--- config.mk ---
export PLATFORM = sky130hd
export DESIGN_NAME = rufs_top
export DESIGN_NICKNAME = d
export VERILOG_FILES = /design/src/verilog/rufs_pkg.sv /design/src/verilog/rufs_top.sv
export VERILOG_INCLUDE_DIRS = /design/src /design/src/verilog
export SDC_FILE = /design/constraint.sdc
export NUM_CORES = 1
export LEC_CHECK = 0
export BUFFER_PORTS_ARGS = -buffer_cell sky130_fd_sc_hd__buf_2
export CORE_UTILIZATION = 35
export DETAILED_ROUTE_END_ITERATION = 10
export GPL_ROUTABILITY_DRIVEN = 0
export SLEW_MARGIN = 20
export SYNTH_ARGS = -nofsm -noshare
export SYNTH_HDL_FRONTEND = slang
export SYNTH_SLANG_ARGS = --single-unit
--- constraint.sdc ---
create_clock -name REF_CLK -period 3.15 [get_ports REF_CLK]
set_input_delay 0.4725 -clock REF_CLK [delete_from_list [all_inputs] [get_ports REF_CLK]]
set_output_delay 0.4725 -clock REF_CLK [all_outputs]
set_load 0.05 [all_outputs]
--- src/verilog/rufs_params.svh ---
`ifndef RUFS_PARAMS_SVH
`define RUFS_PARAMS_SVH
// ****************************************
// Register map
// ****************************************
`define RUFS_ADDR_CTRL 12'h000
`define RUFS_ADDR_STATUS 12'h004
`define RUFS_CTRL_RST 1'h1
`define RUFS_CTRL_SVC_EN_BIT 0
`define RUFS_ST_CAUSE_LSB 0
`define RUFS_ST_IMG_LSB 8
`define RUFS_ST_LED_LSB 12
`define RUFS_ST_MON_LSB 16
// ****************************************
// Reconfiguration source codes
// ****************************************
`define RUFS_CAUSE_POWERUP 5'h00
`define RUFS_CAUSE_WDOG 5'h02
`define RUFS_CAUSE_STATUS 5'h04
`define RUFS_CAUSE_CRC 5'h08
`define RUFS_CAUSE_RESTART 5'h10
// ****************************************
// Indicator patterns
// ****************************************
`define RUFS_LED_FACTORY 4'hf
`define RUFS_LED_WDOG_A1 4'ha
`define RUFS_LED_WDOG_A2 4'h3
`define RUFS_LED_RST_A1 4'he
`define RUFS_LED_RST_A2 4'h1
`define RUFS_LED_STAT_A1 4'h9
`define RUFS_LED_STAT_A2 4'h4
`define RUFS_LED_CRC 4'h6
`define RUFS_LED_APP 4'h0
// ****************************************
// Timing
// ****************************************
`define RUFS_CLK_NS 40
`define RUFS_OSC_NS 100
`define RUFS_WDOG_TICKS 40894472
`define RUFS_BRD_NS 20
`define RUFS_SVC_BRD_CYCLES 33554432
`define RUFS_WDOG_CYCLES ((64'd`RUFS_WDOG_TICKS * `RUFS_OSC_NS) / `RUFS_CLK_NS)
`define RUFS_SVC_CYCLES ((64'd`RUFS_SVC_BRD_CYCLES * `RUFS_BRD_NS) / `RUFS_CLK_NS)
`define RUFS_BUSY_CYCLES 8'h04
`define RUFS_LOAD_CYCLES 8'h10
`endif

--- src/verilog/rufs_pkg.sv ---
package rufs_pkg;
   typedef enum logic [7:0] {
      ST_FACTORY  = 8'h00,
      ST_RD_CAUSE = 8'h01,
      ST_APP      = 8'h02,
      ST_WR_WDEN  = 8'h05,
      ST_WR_WDTO  = 8'h06,
      ST_WR_ADDR  = 8'h07,
      ST_RECONFIG = 8'h09,
      ST_LOADING  = 8'h0a
   } rufs_state_e;
   typedef enum logic [1:0] {
      IMG_FACTORY = 2'h0,
      IMG_APP1    = 2'h1,
      IMG_APP2    = 2'h2
   } rufs_img_e;
   typedef struct packed {
      logic psel;
      logic penable;
      logic pwrite;
      logic [11:0] paddr;
      logic [31:0] pwdata;
   } rufs_apb_req_s;
   typedef struct packed {
      logic pready;
      logic [31:0] prdata;
      logic pslverr;
   } rufs_apb_rsp_s;
endpackage : rufs_pkg

--- src/verilog/rufs_top.sv ---
// The APB interface to the registers and the register offsets are this design's own decisions.
`timescale 1ns/1ps
`default_nettype none
`include "rufs_params.svh"
// Notes on behaviour
// RULE_01 - Unserviced watchdog expires, factory image reloads
// RULE_02 - Watchdog fallback from image one: 1010
// RULE_03 - Watchdog fallback from image two: 0011
// RULE_04 - Restart pin low in application: cause 10000
// RULE_05 - Restart fallback from image one: 1110
// RULE_06 - Restart fallback from image two: 0001
// RULE_07 - Failed load pulls status low, cause 00100
// RULE_08 - Status failure shows 1001 or 0100
// RULE_09 - CRC load error: cause 01000, shows 0110
// RULE_10 - Power-up runs factory, indicators 1111
// RULE_11 - Update button starts reconfiguration to application
// RULE_12 - Successive updates alternate image one, two
// RULE_13 - Off button stops servicing and blinking
// RULE_14 - State on monitor; reaches 0x09, 0x02
// RULE_15 - Watchdog time-out records cause 00010
// RULE_16 - Power-up factory reports cause 00000
// RULE_17 - Service watchdog every 33554432 board cycles
// RULE_18 - Cause read only while circuitry idle
module rufs_top #(
   parameter logic [31:0] WDOG_CYCLES = 32'(`RUFS_WDOG_CYCLES),
   parameter logic [31:0] SVC_CYCLES = 32'(`RUFS_SVC_CYCLES)
) (
   input wire logic REF_CLK,
   input wire logic RSTN,
   input wire rufs_pkg::rufs_apb_req_s APB_REQ,
   output rufs_pkg::rufs_apb_rsp_s APB_RSP,
   input wire logic CONFIG_RESTART_N,
   input wire logic UPDATE_BUTTON,
   input wire logic WDOG_SERVICE_OFF_BUTTON,
   input wire logic LOAD_FAIL,
   input wire logic LOAD_CRC_ERR,
   input wire logic CONFIG_STATUS_N_I,
   output logic CONFIG_STATUS_N_O,
   output logic CONFIG_STATUS_N_OE_N,
   output logic [3:0] LED,
   output logic [7:0] STATE_MON
);
   import rufs_pkg::*;

   // ****************************************
   // Pin synchronisers
   // ****************************************
   logic [5:0] sync1;
   logic [5:0] sync2;
   logic upd_prev;
   logic off_prev;
   wire logic restart_n_s = sync2[0];
   wire logic upd_s = sync2[1];
   wire logic off_s = sync2[2];
   wire logic fail_s = sync2[3];
   wire logic crc_s = sync2[4];
   wire logic status_in_s = sync2[5];
   wire logic upd_edge = upd_s & ~upd_prev;
   wire logic off_edge = off_s & ~off_prev;

   // Two stages per pin; only the second stage is looked at
   always_ff @(posedge REF_CLK) begin
      if (!RSTN) begin
         sync1 <= 6'h3f;
         sync2 <= 6'h3f;
         upd_prev <= 1'b1;
         off_prev <= 1'b1;
      end else begin
         sync1 <= {CONFIG_STATUS_N_I, LOAD_CRC_ERR, LOAD_FAIL, WDOG_SERVICE_OFF_BUTTON,
                   UPDATE_BUTTON, CONFIG_RESTART_N};
         sync2 <= sync1;
         upd_prev <= upd_s;
         off_prev <= off_s;
      end
   end

   // ****************************************
   // Indicator decode
   // ****************************************
   function automatic logic [3:0] led_pattern(input logic [4:0] cause, input rufs_img_e img);
      logic a2;
      a2 = (img == IMG_APP2);
      case (cause)
         `RUFS_CAUSE_WDOG: led_pattern = a2 ? `RUFS_LED_WDOG_A2 : `RUFS_LED_WDOG_A1;
         `RUFS_CAUSE_RESTART: led_pattern = a2 ? `RUFS_LED_RST_A2 : `RUFS_LED_RST_A1;
         `RUFS_CAUSE_STATUS: led_pattern = a2 ? `RUFS_LED_STAT_A2 : `RUFS_LED_STAT_A1;
         `RUFS_CAUSE_CRC: led_pattern = `RUFS_LED_CRC;
         default: led_pattern = `RUFS_LED_FACTORY;
      endcase
   endfunction : led_pattern

   // ****************************************
   // Image sequencer
   // ****************************************
   rufs_state_e state;
   rufs_state_e next_state;
   rufs_img_e img;
   rufs_img_e next_img;
   rufs_img_e target;
   rufs_img_e next_target;
   logic [4:0] cause;
   logic [4:0] next_cause;
   logic [3:0] leds;
   logic [3:0] next_leds;
   logic [7:0] cnt;
   logic [7:0] next_cnt;
   logic [31:0] wd_cnt;
   logic [31:0] next_wd_cnt;
   logic [31:0] svc_cnt;
   logic [31:0] next_svc_cnt;
   logic svc_on;
   logic next_svc_on;
   logic stat_low;
   logic next_stat_low;
   logic ctrl_svc_en;
   logic svc_pulse;

   // Watchdog restart strobe, only while servicing is allowed
   assign svc_pulse = (state == ST_APP) && svc_on && ctrl_svc_en
                      && (svc_cnt == SVC_CYCLES - 32'h0000_0001); // RULE_17

   // Next-state logic of the image sequencer
   always_comb begin
      next_state = state;
      next_img = img;
      next_target = target;
      next_cause = cause;
      next_leds = leds;
      next_cnt = (cnt != 8'h00) ? cnt - 8'h01 : cnt;
      next_wd_cnt = wd_cnt;
      next_svc_cnt = svc_cnt;
      next_svc_on = svc_on;
      next_stat_low = stat_low;
      case (state)
         ST_FACTORY: begin
            if (upd_edge) begin
               next_state = ST_WR_WDEN; // RULE_11
            end
         end
         ST_WR_WDEN: next_state = ST_WR_WDTO;
         ST_WR_WDTO: next_state = ST_WR_ADDR;
         ST_WR_ADDR: begin
            next_img = target;
            next_target = (target == IMG_APP1) ? IMG_APP2 : IMG_APP1; // RULE_12
            next_state = ST_RECONFIG; // RULE_14
         end
         ST_RECONFIG: begin
            next_cnt = `RUFS_LOAD_CYCLES;
            next_state = ST_LOADING;
         end
         ST_LOADING: begin
            if (cnt == 8'h00) begin
               next_cnt = `RUFS_BUSY_CYCLES;
               if (fail_s) begin
                  next_cause = `RUFS_CAUSE_STATUS; // RULE_07
                  next_stat_low = 1'b1; // RULE_07
                  next_state = ST_RD_CAUSE;
               end else if (crc_s) begin
                  next_cause = `RUFS_CAUSE_CRC; // RULE_09
                  next_state = ST_RD_CAUSE;
               end else begin
                  next_leds = `RUFS_LED_APP;
                  next_wd_cnt = 32'h0000_0000;
                  next_svc_cnt = 32'h0000_0000;
                  next_svc_on = 1'b1;
                  next_state = ST_APP; // RULE_14
               end
            end
         end
         ST_APP: begin
            next_wd_cnt = wd_cnt + 32'h0000_0001;
            if (svc_on && ctrl_svc_en) begin
               next_svc_cnt = svc_pulse ? 32'h0000_0000 : svc_cnt + 32'h0000_0001;
            end
            if (svc_pulse) begin
               next_wd_cnt = 32'h0000_0000; // RULE_17
               next_leds[img == IMG_APP2 ? 1 : 0] = ~leds[img == IMG_APP2 ? 1 : 0];
            end
            if (off_edge) begin
               next_svc_on = 1'b0; // RULE_13
            end
            // External restart outranks a watchdog expiry in the same cycle
            if (!restart_n_s) begin
               next_cause = `RUFS_CAUSE_RESTART; // RULE_04
               next_cnt = `RUFS_BUSY_CYCLES;
               next_state = ST_RD_CAUSE;
            end else if (wd_cnt >= WDOG_CYCLES - 32'h0000_0001) begin
               next_cause = `RUFS_CAUSE_WDOG; // RULE_01 RULE_15
               next_cnt = `RUFS_BUSY_CYCLES;
               next_state = ST_RD_CAUSE;
            end
         end
         ST_RD_CAUSE: begin
            // Cause is sampled only once the update circuitry is idle
            if (cnt == 8'h00) begin
               next_leds = led_pattern(cause, img); // RULE_02 RULE_03 RULE_05 RULE_06 RULE_08 RULE_09
               next_stat_low = 1'b0;
               next_state = ST_FACTORY;
            end
         end
         default: next_state = ST_FACTORY;
      endcase
   end

   // Sequencer registers; power-up lands in the factory image
   always_ff @(posedge REF_CLK) begin
      if (!RSTN) begin
         state <= ST_FACTORY;
         img <= IMG_FACTORY;
         target <= IMG_APP1;
         cause <= `RUFS_CAUSE_POWERUP; // RULE_16
         leds <= `RUFS_LED_FACTORY; // RULE_10
         cnt <= 8'h00;
         wd_cnt <= 32'h0000_0000;
         svc_cnt <= 32'h0000_0000;
         svc_on <= 1'b0;
         stat_low <= 1'b0;
      end else begin
         state <= next_state;
         img <= next_img;
         target <= next_target;
         cause <= next_cause;
         leds <= next_leds;
         cnt <= next_cnt;
         wd_cnt <= next_wd_cnt;
         svc_cnt <= next_svc_cnt;
         svc_on <= next_svc_on;
         stat_low <= next_stat_low;
      end
   end

   // Status pin is open drain: only ever pulled low
   assign CONFIG_STATUS_N_O = 1'b0;
   assign CONFIG_STATUS_N_OE_N = ~stat_low;
   assign LED = leds;
   assign STATE_MON = state;

   // ****************************************
   // APB slave
   // ****************************************
   logic next_ctrl_svc_en;
   logic [31:0] rdata;
   logic [31:0] next_rdata;
   logic slverr;
   logic next_slverr;
   wire logic apb_acc = APB_REQ.psel & APB_REQ.penable;

   // Zero-wait slave; unmapped addresses answer with an error
   always_comb begin
      next_ctrl_svc_en = ctrl_svc_en;
      next_rdata = 32'h0000_0000;
      next_slverr = 1'b0;
      if (APB_REQ.psel && !APB_REQ.penable) begin
         case (APB_REQ.paddr)
            `RUFS_ADDR_CTRL: next_rdata[`RUFS_CTRL_SVC_EN_BIT] = ctrl_svc_en;
            `RUFS_ADDR_STATUS: begin
               next_rdata[`RUFS_ST_CAUSE_LSB +: 5] = cause;
               next_rdata[`RUFS_ST_IMG_LSB +: 2] = (state == ST_APP) ? img : IMG_FACTORY;
               next_rdata[`RUFS_ST_LED_LSB +: 4] = leds;
               next_rdata[`RUFS_ST_MON_LSB +: 8] = state;
            end
            default: next_slverr = 1'b1;
         endcase
      end else if (apb_acc) begin
         next_rdata = rdata;
         next_slverr = slverr;
      end
      if (apb_acc && APB_REQ.pwrite && APB_REQ.paddr == `RUFS_ADDR_CTRL) begin
         next_ctrl_svc_en = APB_REQ.pwdata[`RUFS_CTRL_SVC_EN_BIT];
      end
   end

   // Setup phase captures the read value, access phase presents it
   always_ff @(posedge REF_CLK) begin
      if (!RSTN) begin
         ctrl_svc_en <= `RUFS_CTRL_RST;
         rdata <= 32'h0000_0000;
         slverr <= 1'b0;
      end else begin
         ctrl_svc_en <= next_ctrl_svc_en;
         rdata <= next_rdata;
         slverr <= next_slverr;
      end
   end

   // One driver for the whole response; pready never inserts a wait state
   assign APB_RSP = '{pready: 1'b1,
                      prdata: apb_acc ? rdata : 32'h0000_0000,
                      pslverr: apb_acc & slverr};
endmodule : rufs_top
`default_nettype wire

==> flow_metrics.tcl <==
set metrics [dict create \
    synth_async_sr_flop_share_pct 0 \
    drt_first_pass_iters 6 \
    synth_top_area_cell "sky130_fd_sc_hd__dfxtp_1" \
    synth_top_cells_by_area "sky130_fd_sc_hd__dfxtp_1, sky130_fd_sc_hd__xnor2_1, sky130_fd_sc_hd__nor2_1, sky130_fd_sc_hd__and3_1, sky130_fd_sc_hd__nand2_1" \
    clk_latency_ps 430 \
    finalHoldViolCount 0 \
    synthesis.yosys.warnings 0 \
    vias_in_the_first_global_route 4934 \
    fp.dieW_um 136 \
    floorplan.die_area_sq_mm 0.0186 \
    boundaryPins 103 \
    final_cell_mix "sky130_fd_sc_hd__dfxtp_1, sky130_fd_sc_hd__nor2_1, sky130_fd_sc_hd__buf_2" \
    crit_path_start_kind "register" \
    worst_path_max_fanout 4 \
    layout_min_cycle_time_ps 2920 \
    post_cts.resized_instances 0 \
    dp.cells 1023 \
    tritoncts_num_sinks 136 \
    post-route-drc-count 0 \
    fill_cells 1746 \
    num_rows 48 \
    synth_cells 755 \
    timing.rr.start "cnt[0]" \
    cts.root.buffer_cell "sky130_fd_sc_hd__clkbuf_16" \
    vdd.ir_drop.worst_v 0.000469 \
    achievable-frequency_mhz 342 \
    area_growth_syn_to_layout_pct 18.8 \
    global_route_wire_length_before_repair_um 24100 \
    detail_route.wl_per_cell_um 13.5 \
    multi_input_area_sq_mm 0.00334 \
    post_route_cells_drive_above_1_share_pct 15.4 \
    mostFrequentLayoutCell "sky130_fd_sc_hd__dfxtp_1" \
    grtUsageTotal_pct 16.3 \
    powerDensity_mw_per_mm2 633 \
    drt_wl_total_um 14200 \
    cts-hold-fix-buffers 0 \
    post_cts_clock_slew_at_the_launch_and_capture_registers_of_the_worst_setup_and_hold_paths_ps 60 \
    core_area_sq_mm 0.0175 \
    utilization_pct 43.0 \
    hold_path.startpoint "CONFIG_RESTART_N" \
    tightest_slew_ps 669 \
    maxSlewHeadroom_pct 55.3 \
    max_cap_violations 0 \
    yosysSeqAreaShare_pct 43.0 \
    synth-edff-count 0 \
    post-route-worst-setup-slack_ps 227 \
    worst_hold_path_type "input port to register" \
    number_of_cells_in_the_finished_layout_apart_from_fillers 1055 \
    dieHeight_um 136 \
    run_status "completed" \
    timing_max_transition_violations_final 0 \
    hpwl_um 9480 \
    average_cell_area_after_synthesis_sq_um 8.38 \
    yosys_most_used_dff "sky130_fd_sc_hd__dfxtp_1" \
    finalSetupViolCount 0 \
    worst_ep_arrival_time_ps 3270 \
    tritoncts "yes" \
    setup_tns_ps 0 \
    antenna_left 0 \
    postCtsSetupBuffers 0 \
    timing.critical_path.from "cnt[0]" \
    synth.lib_cells_used.distinct 59 \
    cp.required_ps 3500 \
    io_buffer_count 64 \
    antenna_found_initial 0 \
    cts_htree_levels 4 \
    synthDominantCellAreaShare_pct 43.0 \
    number_of_buffers_created_by_cts 17 \
    vias_per_cell 5.01 \
    grt_start_max_net_pins 52 \
    antenna-diode-count 0 \
    postSynthRegisterBits 136 \
    criticalPathCategory "register to register" \
    dp_slack_ps 250 \
    drtIter0Drc 324 \
    endpoint_kind "register" \
    grt_overflow_total 0 \
    initial_utilization_pct 36.2 \
    ff_latch_area_sq_mm 0.00272 \
    area_of_the_mapped_netlist_sq_mm 0.00633 \
    rsz0062_at_grt "no" \
    timing.final.crit_share_pct 92.8 \
    num-nets-final 876 \
    worst_clock_skew_ps 11.0 \
    vias 5286 \
    leakage_power_of_the_design_nw 2.94 \
    cts.path.max_buffers 2 \
]
[Yosys cell counts, drive strengths merged, types with 7 or more instances]
cell type / n
clkbuf: 34
nand2b: 17
buf: 10
a21oi: 34
nand4: 10
and3: 44
xor2: 15
nor2: 81
nor2b: 26
and4: 8
nor3: 29
nor4: 18
nand2: 56
mux2i: 9
o21ai: 24
nand3: 30
and2: 22
xnor2: 39
inv: 21
dfxtp: 136
or3: 15
o21a: 7
[per-stage QoR]
step	instance area [sq um]	power [mW]	hold slack, ps
global route	7520	4.96	213
floorplan	6350	2.50	386
finish	7520	4.76	215
global placement	6900	2.71	390
detailed placement	6900	2.71	396
CTS	7520	4.79	207
[report_power, final]
group	internal (mW)	leakage, nW	switching (mW)
sequential	1.80	1.10	0.0614
combinational	0.322	1.54	0.497
clock	1.27	0.294	0.807
[routing by layer]
metal	track usage, %	vias to the layer above	wire, um	share of wire (%)
met4	6.85	0	259	1.8
li1	-	2741	-	-
met1	21.1	2443	6990	49
met5	0	-	0	0
met3	4.10	20	524	3.7
met2	25.7	82	6460	45
[kinds of logic (layout without fill, tap and decap cells)]
family,Yosys count,in the layout,share of synthesized area [%]
multiplexers,9,9,1.42
AO/OA/AOI/OAI,102,102,10.2
flip-flops,136,136,43.0
other,2,6,0.119
AND/OR/NAND/NOR,383,383,32.6
XOR/XNOR,54,54,7.47
buffers and inverters,65,136,4.43
adder cells (fa/ha/maj),4,4,0.791
[flip-flops by register name (all words and copies together) (netlist names)]
signal       cells
cause            4
cnt              8
LED              4
target           2
sync1            5
rdata           32
slverr           1
img              2
svc_cnt         32
wd_cnt          32
ctrl_svc_en      1
upd_prev         1
stat_low         1
STATE_MON        4
svc_on           1
off_prev         1
sync2            5
[area by class of cell]
class                   count  area share [%]
well taps                 225            3.74
inverters                  21            1.05
repair buffers             83            6.32
multi-input cells         558            44.5
clock buffers              19            5.89
clock inverters            13            2.28
flip-flops and latches    136            36.2
[worst max-delay path, cell delays in order (launching register included)]
cell	delay [ps]
sky130_fd_sc_hd__dfxtp_1	310
sky130_fd_sc_hd__inv_1	70
sky130_fd_sc_hd__ha_1	210
sky130_fd_sc_hd__or3b_2	490
sky130_fd_sc_hd__or4_4	540
sky130_fd_sc_hd__a211o_1	350
sky130_fd_sc_hd__or3_4	400
sky130_fd_sc_hd__or3_1	310
sky130_fd_sc_hd__a21oi_1	150
[final timing paths]
| path | cells past startpoint | slack (ps) | to |
|---|---|---|---|
| setup / recovery | 8 | 230 | wd_cnt[15] |
| hold / removal | 2 | 220 | sync1[0] |
| setup reg to reg | 8 | 230 | wd_cnt[15] |
| hold reg to reg | 1 | 410 | sync2[2] |
(Power assumes the default switching activity.)
